<file path="src/rtl/pam_pkg.sv">
// Purpose: constants and types for the port and alternate function mux
// Assumes: one flat pin vector holding ports 0,1,2,3,4,6 in ascending order
// Notes: subsystem clock pins are kept apart from the flat vector
`default_nettype none
package pam_pkg;
	localparam int PIN_COUNT = 22;
	localparam int ANA_BASE = 10;
	localparam int ANA_W = 4;
	localparam int P30_BIT = 14;
	localparam int P33_BIT = 17;
	localparam int P40_BIT = 18;
	localparam int P41_BIT = 19;
	localparam int P60_BIT = 20;
	localparam int P61_BIT = 21;
	localparam int I2C_W = 2;
	localparam int SUB_W = 2;
	localparam logic [PIN_COUNT-1:0] DIR_RESET = 22'h3FFFFF;
	localparam logic [PIN_COUNT-1:0] LATCH_RESET = 22'h000000;
	localparam logic [PIN_COUNT-1:0] PULL_RESET = 22'h000000;
	localparam logic [PIN_COUNT-1:0] PULLUP_CAP = 22'h3FC3FF;
	localparam logic [ANA_W-1:0] ANA_RESET = 4'h0;
	localparam logic [I2C_W-1:0] I2C_RESET = 2'h0;
	localparam int CTL_RELOC = 0;
	localparam int CTL_ROUTE = 1;
	localparam int CTL_AMP_EN = 2;
	localparam int CTL_GAIN = 3;
	localparam int CTL_XSTART = 4;
	localparam int CTL_EXTSEL = 5;
	localparam int CTL_OSCSEL = 6;
	localparam int CTL_CHAN_LSB = 7;
	localparam int CHAN_W = 2;
	localparam int CTRL_W = 9;
	localparam logic [CTRL_W-1:0] CTRL_RESET = 9'h000;
	typedef enum logic [2:0] {WR_DIR, WR_LATCH, WR_PULL, WR_I2C_IN, WR_I2C_OD, WR_ANALOG, WR_CTRL} pam_reg_t;
	typedef enum logic [1:0] {SUB_PORT, SUB_XTAL, SUB_EXT} pam_sub_mode_t;
endpackage : pam_pkg
`default_nettype wire

</file>
<file path="src/rtl/pam_port_mux.sv">
// Purpose: pin direction, pull-up, drive mode and alternate function routing
// Assumes: register writes arrive as a strobe, a select and a data word
// Notes: pin drive, enables and read data are registered, one cycle behind state
// Behaviour
// RULE1: per-pin direction bit selects input or output
// RULE2: per-pin pull-up on capable ports
// RULE3: i2c port selects smbus input buffer per bit
// RULE4: i2c port outputs switch to open drain
// RULE5: reset gives inputs; analog port analog
// RULE6: input alternates need direction one
// RULE7: output alternates need direction and latch zero
// RULE8: i2c clock needs direction zero, latch one
// RULE9: route bit puts serial clock on p6/p4
// RULE10: relocation select moves functions off defaults
// RULE11: software sets open drain during i2c
// RULE12: analog pin use set jointly by controls
// RULE13: subsystem clock pins start as input ports
// RULE14: start or osc-select alone gives crystal mode
// RULE15: ext and osc select give external clock
// RULE16: unused subsystem clock pins read as inputs
// RULE17: clock mode bits fixed while clock runs
// RULE18: software waits oscillator stabilisation time
// RULE19: no pin-clocked peripherals without fast clock
// RULE20: reset sets all direction bits to one
// RULE21: read returns pin if input, else latch
`default_nettype none
module pam_port_mux
	import pam_pkg::*;
#(
	parameter int PIN_W = PIN_COUNT
)
(
	input wire logic clock_i,
	input wire logic reset_n_i,
	input wire logic wr_en_i,
	input wire pam_reg_t wr_sel_i,
	input wire logic [PIN_W-1:0] wr_data_i,
	input wire logic [PIN_W-1:0] pin_i,
	input wire logic [SUB_W-1:0] sub_pin_i,
	input wire logic timer_out_i,
	input wire logic one_hertz_i,
	input wire logic sck_out_i,
	input wire logic i2c_scl_out_i,
	input wire logic i2c_sda_out_i,
	output logic [PIN_W-1:0] pin_o,
	output logic [PIN_W-1:0] pin_oe_o,
	output logic [PIN_W-1:0] pullup_o,
	output logic [PIN_W-1:0] port_rd_o,
	output logic [SUB_W-1:0] sub_rd_o,
	output logic [I2C_W-1:0] i2c_smbus_o,
	output logic ext_int_o,
	output logic timer_in_o,
	output logic sck_in_o,
	output logic si_reloc_o,
	output logic i2c_scl_in_o,
	output logic i2c_sda_in_o,
	output logic [ANA_W-1:0] adc_connect_o,
	output logic [ANA_W-1:0] amp_connect_o,
	output logic gain_connect_o,
	output logic xtal_en_o,
	output logic ext_clk_en_o
);

	generate
		if (PIN_W != PIN_COUNT)
		begin : g_bad_width
			$error("pin width must match the fixed pin layout");
		end
	endgenerate

	logic [PIN_W-1:0] dir_q;
	logic [PIN_W-1:0] latch_q;
	logic [PIN_W-1:0] pull_q;
	logic [I2C_W-1:0] i2c_in_q;
	logic [I2C_W-1:0] i2c_od_q;
	logic [ANA_W-1:0] ana_cfg_q;
	logic [CTRL_W-1:0] ctrl_q;
	pam_sub_mode_t sub_mode_q;
	pam_sub_mode_t sub_mode_d;
	logic [PIN_W-1:0] alt_or;
	logic [PIN_W-1:0] alt_and;
	logic [PIN_W-1:0] pin_d;
	logic [PIN_W-1:0] oe_d;
	logic [PIN_W-1:0] rd_d;
	logic [ANA_W-1:0] analog_sel;
	logic [ANA_W-1:0] adc_d;
	logic [ANA_W-1:0] amp_d;
	logic [CHAN_W-1:0] chan;
	logic first_q;

	// register writes
	always_ff @(posedge clock_i or negedge reset_n_i)
	begin
		if (!reset_n_i)
		begin
			dir_q <= DIR_RESET; // RULE20 RULE5
			latch_q <= LATCH_RESET;
			pull_q <= PULL_RESET;
		end
		else if (wr_en_i)
		begin
			if (wr_sel_i == WR_DIR)
				dir_q <= wr_data_i; // RULE1
			if (wr_sel_i == WR_LATCH)
				latch_q <= wr_data_i;
			if (wr_sel_i == WR_PULL)
				pull_q <= wr_data_i & PULLUP_CAP; // RULE2
		end
	end

	always_ff @(posedge clock_i or negedge reset_n_i)
	begin
		if (!reset_n_i)
		begin
			i2c_in_q <= I2C_RESET;
			i2c_od_q <= I2C_RESET;
			ana_cfg_q <= ANA_RESET; // RULE5
			ctrl_q <= CTRL_RESET;
		end
		else if (wr_en_i)
		begin
			if (wr_sel_i == WR_I2C_IN)
				i2c_in_q <= wr_data_i[I2C_W-1:0]; // RULE3
			if (wr_sel_i == WR_I2C_OD)
				i2c_od_q <= wr_data_i[I2C_W-1:0]; // RULE4
			if (wr_sel_i == WR_ANALOG)
				ana_cfg_q <= wr_data_i[ANA_W-1:0];
			if (wr_sel_i == WR_CTRL)
				ctrl_q <= wr_data_i[CTRL_W-1:0];
		end
	end

	// subsystem clock pin mode
	always_comb
	begin
		if (ctrl_q[CTL_XSTART])
			sub_mode_d = SUB_XTAL; // RULE14
		else if (!ctrl_q[CTL_EXTSEL] && ctrl_q[CTL_OSCSEL])
			sub_mode_d = SUB_XTAL; // RULE14
		else if (ctrl_q[CTL_EXTSEL] && ctrl_q[CTL_OSCSEL])
			sub_mode_d = SUB_EXT; // RULE15
		else
			sub_mode_d = SUB_PORT; // RULE16
	end

	always_ff @(posedge clock_i or negedge reset_n_i)
	begin
		if (!reset_n_i)
		begin
			sub_mode_q <= SUB_PORT; // RULE13
			xtal_en_o <= 1'b0;
			ext_clk_en_o <= 1'b0;
			sub_rd_o <= '0;
		end
		else
		begin
			sub_mode_q <= sub_mode_d;
			unique case (sub_mode_d)
				SUB_XTAL:
				begin
					xtal_en_o <= 1'b1;
					ext_clk_en_o <= 1'b0;
					sub_rd_o <= '0;
				end
				SUB_EXT:
				begin
					xtal_en_o <= 1'b0;
					ext_clk_en_o <= 1'b1;
					sub_rd_o <= {1'b0, sub_pin_i[0]}; // RULE15
				end
				SUB_PORT:
				begin
					xtal_en_o <= 1'b0;
					ext_clk_en_o <= 1'b0;
					sub_rd_o <= sub_pin_i; // RULE16
				end
				default:
				begin
					xtal_en_o <= 1'b0;
					ext_clk_en_o <= 1'b0;
					sub_rd_o <= '0;
				end
			endcase
		end
	end

	// alternate output merge
	always_comb
	begin
		alt_or = '0;
		alt_and = '1;
		alt_or[P33_BIT] = timer_out_i; // RULE7
		if (!ctrl_q[CTL_RELOC])
			alt_or[P41_BIT] = one_hertz_i; // RULE7 RULE10
		if (ctrl_q[CTL_ROUTE])
		begin
			alt_and[P40_BIT] = sck_out_i; // RULE9
			alt_and[P60_BIT] = i2c_scl_out_i; // RULE8
		end
		else
			alt_and[P60_BIT] = i2c_scl_out_i & sck_out_i; // RULE8 RULE9
		alt_and[P61_BIT] = i2c_sda_out_i;
	end

	// analog pin use
	always_comb
	begin
		chan = ctrl_q[CTL_CHAN_LSB +: CHAN_W];
		analog_sel = ~ana_cfg_q & dir_q[ANA_BASE +: ANA_W]; // RULE12
		adc_d = '0;
		adc_d[chan] = analog_sel[chan]; // RULE12
		amp_d = '0;
		if (ctrl_q[CTL_AMP_EN])
		begin
			amp_d[0] = analog_sel[0];
			amp_d[1] = analog_sel[1] & ~ctrl_q[CTL_GAIN];
			amp_d[2] = analog_sel[2];
		end
	end

	// per-pin drive and read back
	generate
		for (genvar i = 0; i < PIN_W; i++)
		begin : g_pin
			logic val;
			logic od;
			logic dig_in;
			assign val = (latch_q[i] | alt_or[i]) & alt_and[i];
			if (i >= P60_BIT)
			begin : g_i2c
				assign od = i2c_od_q[i-P60_BIT]; // RULE4
			end
			else
			begin : g_norm
				assign od = 1'b0;
			end
			if (i >= ANA_BASE && i < ANA_BASE + ANA_W)
			begin : g_ana
				assign dig_in = pin_i[i] & ana_cfg_q[i-ANA_BASE];
			end
			else
			begin : g_dig
				assign dig_in = pin_i[i];
			end
			assign pin_d[i] = val & ~od;
			assign oe_d[i] = ~dir_q[i] & (~od | ~val); // RULE1 RULE4
			assign rd_d[i] = dir_q[i] ? dig_in : latch_q[i]; // RULE21
		end
	endgenerate

	always_ff @(posedge clock_i or negedge reset_n_i)
	begin
		if (!reset_n_i)
		begin
			pin_o <= '0;
			pin_oe_o <= '0;
			pullup_o <= '0;
			port_rd_o <= '0;
			i2c_smbus_o <= '0;
		end
		else
		begin
			pin_o <= pin_d;
			pin_oe_o <= oe_d;
			pullup_o <= pull_q & PULLUP_CAP & dir_q; // RULE2
			port_rd_o <= rd_d;
			i2c_smbus_o <= i2c_in_q; // RULE3
		end
	end

	// alternate inputs to peripherals
	always_ff @(posedge clock_i or negedge reset_n_i)
	begin
		if (!reset_n_i)
		begin
			ext_int_o <= 1'b0;
			timer_in_o <= 1'b0;
			sck_in_o <= 1'b0;
			si_reloc_o <= 1'b0;
			i2c_scl_in_o <= 1'b0;
			i2c_sda_in_o <= 1'b0;
			adc_connect_o <= '0;
			amp_connect_o <= '0;
			gain_connect_o <= 1'b0;
		end
		else
		begin
			ext_int_o <= pin_i[P30_BIT] & dir_q[P30_BIT]; // RULE6
			timer_in_o <= pin_i[P33_BIT] & dir_q[P33_BIT]; // RULE6
			sck_in_o <= ctrl_q[CTL_ROUTE] ? pin_i[P40_BIT] : pin_i[P60_BIT]; // RULE9
			si_reloc_o <= ctrl_q[CTL_RELOC] & pin_i[P41_BIT]; // RULE10
			i2c_scl_in_o <= pin_i[P60_BIT];
			i2c_sda_in_o <= pin_i[P61_BIT];
			adc_connect_o <= adc_d;
			amp_connect_o <= amp_d;
			gain_connect_o <= analog_sel[1] & ctrl_q[CTL_AMP_EN] & ctrl_q[CTL_GAIN]; // RULE12
		end
	end

	// helper: marks the first edge after reset release
	always_ff @(posedge clock_i or negedge reset_n_i)
	begin
		if (!reset_n_i)
			first_q <= 1'b0;
		else
			first_q <= 1'b1;
	end
endmodule : pam_port_mux
`default_nettype wire

</file>
<file path="config.mk">
export PLATFORM = sky130hd
export DESIGN_NAME = pam_port_mux
export DESIGN_NICKNAME = d
export VERILOG_FILES = /design/src/rtl/pam_pkg.sv /design/src/rtl/pam_port_mux.sv
export SDC_FILE = /design/constraint.sdc
export NUM_CORES = 1
export LEC_CHECK = 0
export BUFFER_PORTS_ARGS = -buffer_cell sky130_fd_sc_hd__buf_2
export CORE_ASPECT_RATIO = 2
export CORE_UTILIZATION = 45
export DETAILED_ROUTE_END_ITERATION = 6
export PLACE_DENSITY_LB_ADDON = 0.12
export SYNTH_ARGS = -nofsm -noshare
export SYNTH_HDL_FRONTEND = slang
export SYNTH_SLANG_ARGS = --single-unit
</file>
<file path="constraint.sdc">
create_clock -name clock_i -period 2.3 [get_ports clock_i]
set_input_delay 0.69 -clock clock_i [delete_from_list [all_inputs] [get_ports clock_i]]
set_output_delay 0.69 -clock clock_i [all_outputs]
set_load 0.02 [all_outputs]
</file>
# Yosys cells after proc, flatten, opt, wreduce, memory -nomap -nowiden
# Index checks and enable logic that the tools add are counted.
# totals
ff_bits	187
in_bits	57
out_inout_bits	109
word_cells	137
# op_classes
magnitude_cmp	2
eq_ne	8
mux	37
bitwise_logic	53
n_reduce_logical	13
# ops
operator	n
$mux W1	30
$not A1 Y1	27
$and A22 B22 Y22	1
$and A1 B1 Y1	18
$reduce_and A2 Y1	7
$eq A3 B3 Y1 const B	3
$and A4 B4 Y4	2
$eq A3 B2 Y1 const B	2
$mux W2	3
$not A4 Y4	1
$or A1 B1 Y1	4
$pmux W2 S2	1
$eq A3 B1 Y1 const B	1
$logic_and A1 B1 Y1	3
$logic_not A3 Y1	1
$lt A2 B3 Y1 const B	1
$mux W3	1
$bmux W1 S2	1
$demux W1 S2	1
$eq A2 B1 Y1 const B	1
$eq A2 B2 Y1 const B	1
$ge A2 B1 Y1 const B	1
$logic_not A2 Y1	1
$logic_not A1 Y1	1

# Depth between registers and ports, before layout
# Gate-level depths: netlist of run 1.
# depth
depth_word	6
mapped_depth	4
ltp_nobuf	2

# Least setup slack after synthesis of run 1
# No wires, ideal clock.
# synth_timing
path_kind	input -> register
startpoint	input port wr_sel_i[1]
endpoint	register dir_q[10]
setup_ns	0.082
t_arrival_ns	1.567
required_time_ns	2.218
setup_slack_ns	0.651
path_stages	3
n_path_buf	1
cell_sequence	nor4b_4 > buf_4 > mux2_2
# synth_via
elab_chain_len	2
# synth_rtl
item	line	rtl
start, declared	pam_port_mux.sv:36	input wire pam_reg_t wr_sel_i,
$logic_not A3 Y1	pam_port_mux.sv:102	if (wr_sel_i == WR_DIR)
$reduce_and A2 Y1 (no line)	n/a	
end signal, assigned	pam_port_mux.sv:103	dir_q <= wr_data_i;
end, declared	pam_port_mux.sv:71	logic [PIN_W-1:0] dir_q;
# Every way passes these cells.
# A chain may end at the register's enable or synchronous reset.

# Worst setup path in the final report of run 1
# layout_timing
startpoint	register pullup_o[8]
endpoint	output port pullup_o[8]
# layout_lines
item	line	rtl
start, declared	pam_port_mux.sv:47	output logic [PIN_W-1:0] pullup_o,
start signal, assigned	pam_port_mux.sv:265	pullup_o <= pull_q & PULLUP_CAP & dir_q;
# No word-level cell between the ends.

==> results of run 1 <==
## worst paths after layout
path / start / to / slack (ps) / depth (start not counted)
min in group clock_i: i2c_in_q[0] / i2c_smbus_o[0] / 380 / 0
worst min-delay path: reset_n_i / pin_o[5] / 200 / 1
worst min register to register: i2c_in_q[0] / i2c_smbus_o[0] / 380 / 0
worst max register to register: dir_q[11] / amp_connect_o[1] / 1240 / 2
worst max-delay path: pullup_o[8] / pullup_o[8] / 650 / 1
max in group asynchronous: reset_n_i / dir_q[9] / 1390 / 2
## final cells by class
class                           instances  area [um^2]
Multi-Input combinational cell        161         1570
Tap cell                              189          236
Clock buffer                           18          439
Inverter                               29          109
Clock inverter                         13          170
Fill cell                            1155         5830
Sequential cell                       183         4610
Timing Repair Buffer                  168          930
## logic make-up (layout without fill, tap and decap cells)
group           count (synthesis)  in the layout  synth area share [%]
buf+inv                        40            228                  3.37
simple gates                   47             47                  5.41
flops                         183            183                  72.2
other cells                     1              5                0.0588
mux                            96             96                  17.5
compound gates                 13             13                  1.39
## sequential cells by signal, indices dropped and copies added (netlist names), 4 cells and up
signal,flops
pin_o,22
pin_oe_o,22
pull_q,18
adc_connect_o,4
ctrl_q,9
port_rd_o,22
ana_cfg_q,4
pullup_o,18
dir_q,22
latch_q,22
## routing by layer
| metal | up-vias | part of all wire, % | track usage [%] |
|---|---|---|---|
| met5 | - | 0 | 0 |
| met4 | 0 | 1.8 | 6.59 |
| met3 | 14 | 4.2 | 4.46 |
| met2 | 90 | 59 | 34.2 |
| met1 | 1807 | 35 | 18.5 |
| li1 | 1634 | - | - |
## metrics by stage
step	std cells	area [um^2]	utilization, %
detailed placement	730	7450	53.7
global placement	730	7450	53.7
floorplan	384	6390	-
CTS	761	8060	58.0
global route	761	8060	58.0
finish	761	8060	58.0
## power groups by stage
| stage | sequential, uW | combinational (uW) | clock, uW |
|---|---|---|---|
| CTS | 4330 | 1680 | 3030 |
| global placement | 4370 | 1640 | 0 |
| detailed placement | 4390 | 1680 | 0 |
| floorplan | 4780 | 563 | 0 |
| finish | 4320 | 1650 | 2960 |
| global route | 4410 | 1780 | 3150 |
## cell usage after synthesis, types with 2 or more instances
cell / instances
and4b_1: 2
nor2_1: 3
and4bb_2: 2
nand2_1: 2
buf_4: 7
inv_1: 29
mux2_2: 84
nand3_1: 4
a21o_1: 4
nor3b_1: 3
buf_6: 3
mux2_1: 2
mux2_4: 10
dfstp_2: 22
dfrtp_1: 161
nand4b_1: 2
and2_1: 21
o21ai_0: 4
nor4b_1: 3
==> results.py, run 1 <==
metrics = {
    "outcome": {
        "status": "finished clean",
    },
    "critical_path": {
        "critPathKind": "register to primary output",
        "worst-path-buf-inv": 1,
        "crit_path_max_fanout": 1,
        "crit_arrival_ps": 960,
        "crit_family": "flip-flops",
        "max_stage_delay_ps": 390,
        "worstSetupEndpointType": "primary output",
        "critPathLaunchType": "register",
        "crit_chain": "buf_2",
        "worst_ep_required_time_ps": 1610,
        "cpMaxStageDelayCell": "dfrtp_1",
    },
    "sta": {
        "hold_slack_ps": 196,
        "skew_ps": 13.3,
        "fin_tns_setup_ps": 0,
        "setup_ws_ps": 647,
        "max_freq_mhz": 605,
        "setup_viol": 0,
        "rsz0062_at_grt": "false",
        "drv_slew": 0,
        "layout_min_cycle_time_ps": 1650,
        "fin_crit_sh_pct": 71.8,
        "finalHoldViolCount": 0,
    },
    "die": {
        "die_h_um": 170,
        "die_w_um": 86.2,
        "rows": 61,
        "start_util_pct": 45.9,
        "dieArea_um2": 14700,
        "core_area_um2": 13900,
        "pin_count": 166,
    },
    "synthesis": {
        "yosys_warnings": 0,
        "async_flop_share_pct": 100,
        "synth.yosys.seq_area_share_pct": 72.2,
        "synth-main-ff-cell": "dfrtp_1",
        "synth_cell_types": 31,
        "netlist_area_um2": 6380,
        "avgSynthCellArea_um2": 16.8,
        "synth_edf_count": 0,
        "yosysTopAreaCell": "dfrtp_1",
        "yosys.area.top_type_share_pct": 63.2,
        "synth_cells": 380,
        "yosys-top-cells-area": "dfrtp_1 63%, mux2_2 15%, dfstp_2 9.1%",
        "ys_ff_latch": 183,
    },
    "cts": {
        "cts_root_buf": "clkbuf_16",
        "cts.repair.resized": 0,
        "post-cts-setup-buffers": 0,
        "clkLatencyLatePin_ps": 420,
        "cts_max_level": 4,
        "cts_tree": "built",
        "cts_sinks": 183,
        "cts_hold_buf": 0,
        "clockBufferDepth": 2,
        "clk_pin_slew_worst_paths_ps": 70,
        "cts_buffers": 17,
    },
    "global_route": {
        "grt_use_total_pct": 18.0,
        "grt_pass1_vias": 3763,
        "grt_pass1_wl_um": 19300,
        "grt_overflow": 0,
        "antenna_found_initial": 0,
        "grt_max_degree": 50,
    },
    "route": {
        "vias_per_cell": 4.66,
        "wl_per_cell_um": 16.2,
        "ant_nets": 0,
        "via_count": 3545,
        "drc": 0,
        "wl_um": 12300,
        "drtIter0Drc": 122,
        "drtPass1Iterations": 4,
    },
    "finish": {
        "final_common_cell": "dfrtp_1",
        "drive_above_1_share_pct": 56.1,
        "area_growth_pct": 26.4,
        "final_cell_mix": "161 x dfrtp_1, 159 x buf_2, 84 x mux2_2, 29 x inv_1, 22 x dfstp_2",
        "nets": 617,
        "diodes": 0,
    },
    "pwr": {
        "combPwrFrac_pct": 18.5,
        "p_per_area_nw_per_um2": 1110,
        "p_int_uw": 6430,
        "irDropWorstVdd_mv": 0.565,
        "clkPwrFrac_pct": 33.1,
        "sw_frac_of_total_pct": 27.9,
        "netSwitchingPower_uw": 2490,
        "p_leak_uw": 0.00395,
        "finalPower_uw": 8930,
        "seq_power_share_pct": 48.4,
    },
    "placed_design": {
        "gp_congestion": 0.733,
        "dpl.hpwl_um": 8760,
        "io_buffer_count": 160,
        "pre_cts_ws_ps": 405,
    },
    "min_path": {
        "hold_path.class": "primary input to asynchronous set/reset pin",
    },
    "flow_run": {
        "maxCapViolCount": 0,
    },
}
No activity file was read; power rests on OpenSTA's default activity.
==> run 2: changes to the inputs <==
- ABC_AREA: default -> 1
- clock period: 2.3 -> 1.65 ns (I/O delays scaled with it)
==> run 2 against run 1 <==
Routed wire length up 24%. Die area up 1.7%. Via count up 37%. Flip-flop and latch count unchanged. Cell count up 34%. Global-route usage up 4.1 points. Synthesized cell count up 68%. Area after synthesis up 1.7%. Largest cell class unchanged. Sequential power up 34%. First-iteration DRC count up 100%.
==> results.py, run 2 <==
metrics = {
    "placed_design": {
        "gp_congestion": 0.878,
        "dpl.hpwl_um": 10900,
        "io_buffer_count": 160,
    },
    "synthesis": {
        "yosys.area.top_type_share_pct": 62.1,
        "synth_cell_types": 19,
        "synthMostInstantiatedCell": "nand2_1",
        "synth-main-ff-cell": "dfrtp_1",
        "synth.yosys.seq_area_share_pct": 71.0,
        "netlist_area_um2": 6490,
        "synth_edf_count": 0,
        "yosys_warnings": 0,
        "yosysTopAreaCell": "dfrtp_1",
        "avgSynthCellArea_um2": 10.2,
        "synthTopCellsByCount": "264 x nand2_1, 161 x dfrtp_1, 68 x nand3_1",
        "async_flop_share_pct": 100,
        "synth_cells": 637,
        "yosys-top-cells-area": "dfrtp_1 62%, nand2_1 15%, dfstp_2 8.9%",
        "ys_ff_latch": 183,
    },
    "sta": {
        "max_freq_mhz": 681,
        "setup_viol": 0,
        "fin_tns_setup_ps": 0,
        "fin_crit_sh_pct": 89.0,
        "drv_slew": 0,
        "skew_ps": 14.6,
        "layout_min_cycle_time_ps": 1470,
        "rsz0062_at_grt": "false",
        "finalHoldViolCount": 0,
    },
    "min_path": {
        "hold_path.class": "primary input to register",
        "holdPathStages": 1,
    },
    "die": {
        "die_w_um": 86.9,
        "dieArea_um2": 14900,
        "start_util_pct": 46.4,
        "core_area_um2": 14000,
        "rows": 61,
        "die_h_um": 172,
        "pin_count": 166,
    },
    "cts": {
        "cts_tree": "built",
        "cts_max_level": 4,
        "clockBufferDepth": 2,
        "cts_buffers": 17,
        "clkLatencyLatePin_ps": 430,
        "cts.repair.resized": 0,
        "clk_pin_slew_worst_paths_ps": 70,
        "post-cts-setup-buffers": 0,
        "cts_sinks": 183,
        "cts_root_buf": "clkbuf_16",
    },
    "global_route": {
        "grt_overflow": 0,
        "grt_max_degree": 46,
        "grt_pass1_vias": 4927,
        "antenna_found_initial": 2,
        "grt_use_total_pct": 22.1,
        "grt_pass1_wl_um": 24300,
    },
    "finish": {
        "area_growth_pct": 26.6,
        "fill_cells": 1238,
        "diodes": 0,
        "nets": 871,
        "final_cell_mix": "264 x nand2_1, 161 x dfrtp_1, 159 x buf_2, 68 x nand3_1, 58 x inv_1",
        "drive_above_1_share_pct": 28.9,
        "final_common_cell": "nand2_1",
    },
    "pwr": {
        "p_per_area_nw_per_um2": 1450,
        "p_leak_uw": 0.00460,
        "finalPower_uw": 11900,
        "irDropWorstVdd_mv": 0.838,
    },
    "route": {
        "vias_per_cell": 4.78,
        "drc": 0,
        "wl_um": 15200,
        "ant_nets": 0,
        "drtPass1Iterations": 6,
        "via_count": 4859,
        "wl_per_cell_um": 15.0,
        "drtIter0Drc": 248,
    },
    "critical_path": {
        "cpMaxStageDelayCell": "dfrtp_1",
        "crit_family": "flip-flops",
        "path_depth": 1,
        "worst-path-buf-inv": 1,
        "crit_arrival_ps": 970,
        "reg2regPathDepth": 2,
        "critPathKind": "register to primary output",
        "crit_chain": "buf_2",
        "critPathLaunchType": "register",
        "max_stage_delay_ps": 380,
        "crit_path_max_fanout": 1,
        "worstSetupEndpointType": "primary output",
        "worst_ep_required_time_ps": 1150,
    },
    "flow_run": {
        "maxCapViolCount": 0,
    },
    "outcome": {
        "status": "finished clean",
    },
}
run 2: cell types whose count changed after synthesis, moves of 10 or more:
cell,previous run,this run
nand3_1,4,68
mux2_4,10,0
inv_1,29,58
nand2_1,2,264
mux2_2,84,0
and2_1,21,0
buf_2,0,16
nor2_1,3,15
run 2: worst register-to-register path, cell delays in order (launching register included):
cell and delay, ps:
dfstp_2 550, inv_1 80, nor3_1 190
run 2: cell families (layout without fill, tap and decap cells):
| logic type | Yosys count | in the layout | share of synthesized area, % |
|---|---|---|---|
| flip-flops | 183 | 183 | 71.0 |
| AND/OR/NAND/NOR | 359 | 359 | 22.5 |
| other | 1 | 5 | 0.0578 |
| buffers and inverters | 84 | 270 | 5.57 |
| AO/OA/AOI/OAI | 10 | 10 | 0.849 |
run 2: routing by layer:
metal  vias to the layer above  wire length, um  global-route usage, %
li1                       2291                -                      -
met1                      2339             5470                   24.0
met2                       183             8370                   38.8
met3                        42              785                   5.61
met4                         4              574                   12.2
met5                         -               23                      0
run 2: repair_timing:
action | CTS | global route
endpoints found under the hold margin | 22 | 0
setup endpoints to repair | 0 | 0
hold buffers | 1 | 0
run 2: final timing paths:
path | startpoint | end | slack, ps
min in group asynchronous | reset_n_i | latch_q[12] | 530
setup / recovery | pin_o[1] | pin_o[1] | 180
hold reg to reg | i2c_in_q[0] | i2c_smbus_o[0] | 390
hold / removal | pin_i[20] | i2c_scl_in_o | 190
setup reg to reg | dir_q[13] | adc_connect_o[3] | 730
max in group asynchronous | reset_n_i | dir_q[10] | 510
run 2: layout make-up:
cell class | count | area (um^2) | area share [%]
multi-input combinational | 374 | 1550 | 18.8
inverter | 61 | 229 | 2.79
clock buffer | 18 | 429 | 5.23
tap | 189 | 236 | 2.88
timing repair buffer | 177 | 1000 | 12.2
clock inverter | 14 | 164 | 2.00
sequential | 183 | 4610 | 56.1
run 2: stage by stage:
step | instances | cell area [um^2] | worst slack, ps | utilization, % | hold slack, ps
after global placement | 983 | 7610 | 202 | 54.5 | 379
after floorplan | 641 | 6500 | 405 | - | 199
after global routing | 1016 | 8210 | 147 | 58.8 | 173
after detailed placement | 983 | 7610 | 173 | 54.5 | 377
final | 1016 | 8210 | 182 | 58.8 | 191
after CTS | 1016 | 8210 | 166 | 58.8 | 174
run 2: where the power goes:
part	switching [uW]	leakage [uW]	internal, uW
Sequential	458	0.00224	5360
Combinational	1360	0.00208	663
Clock	1780	0.000279	2270
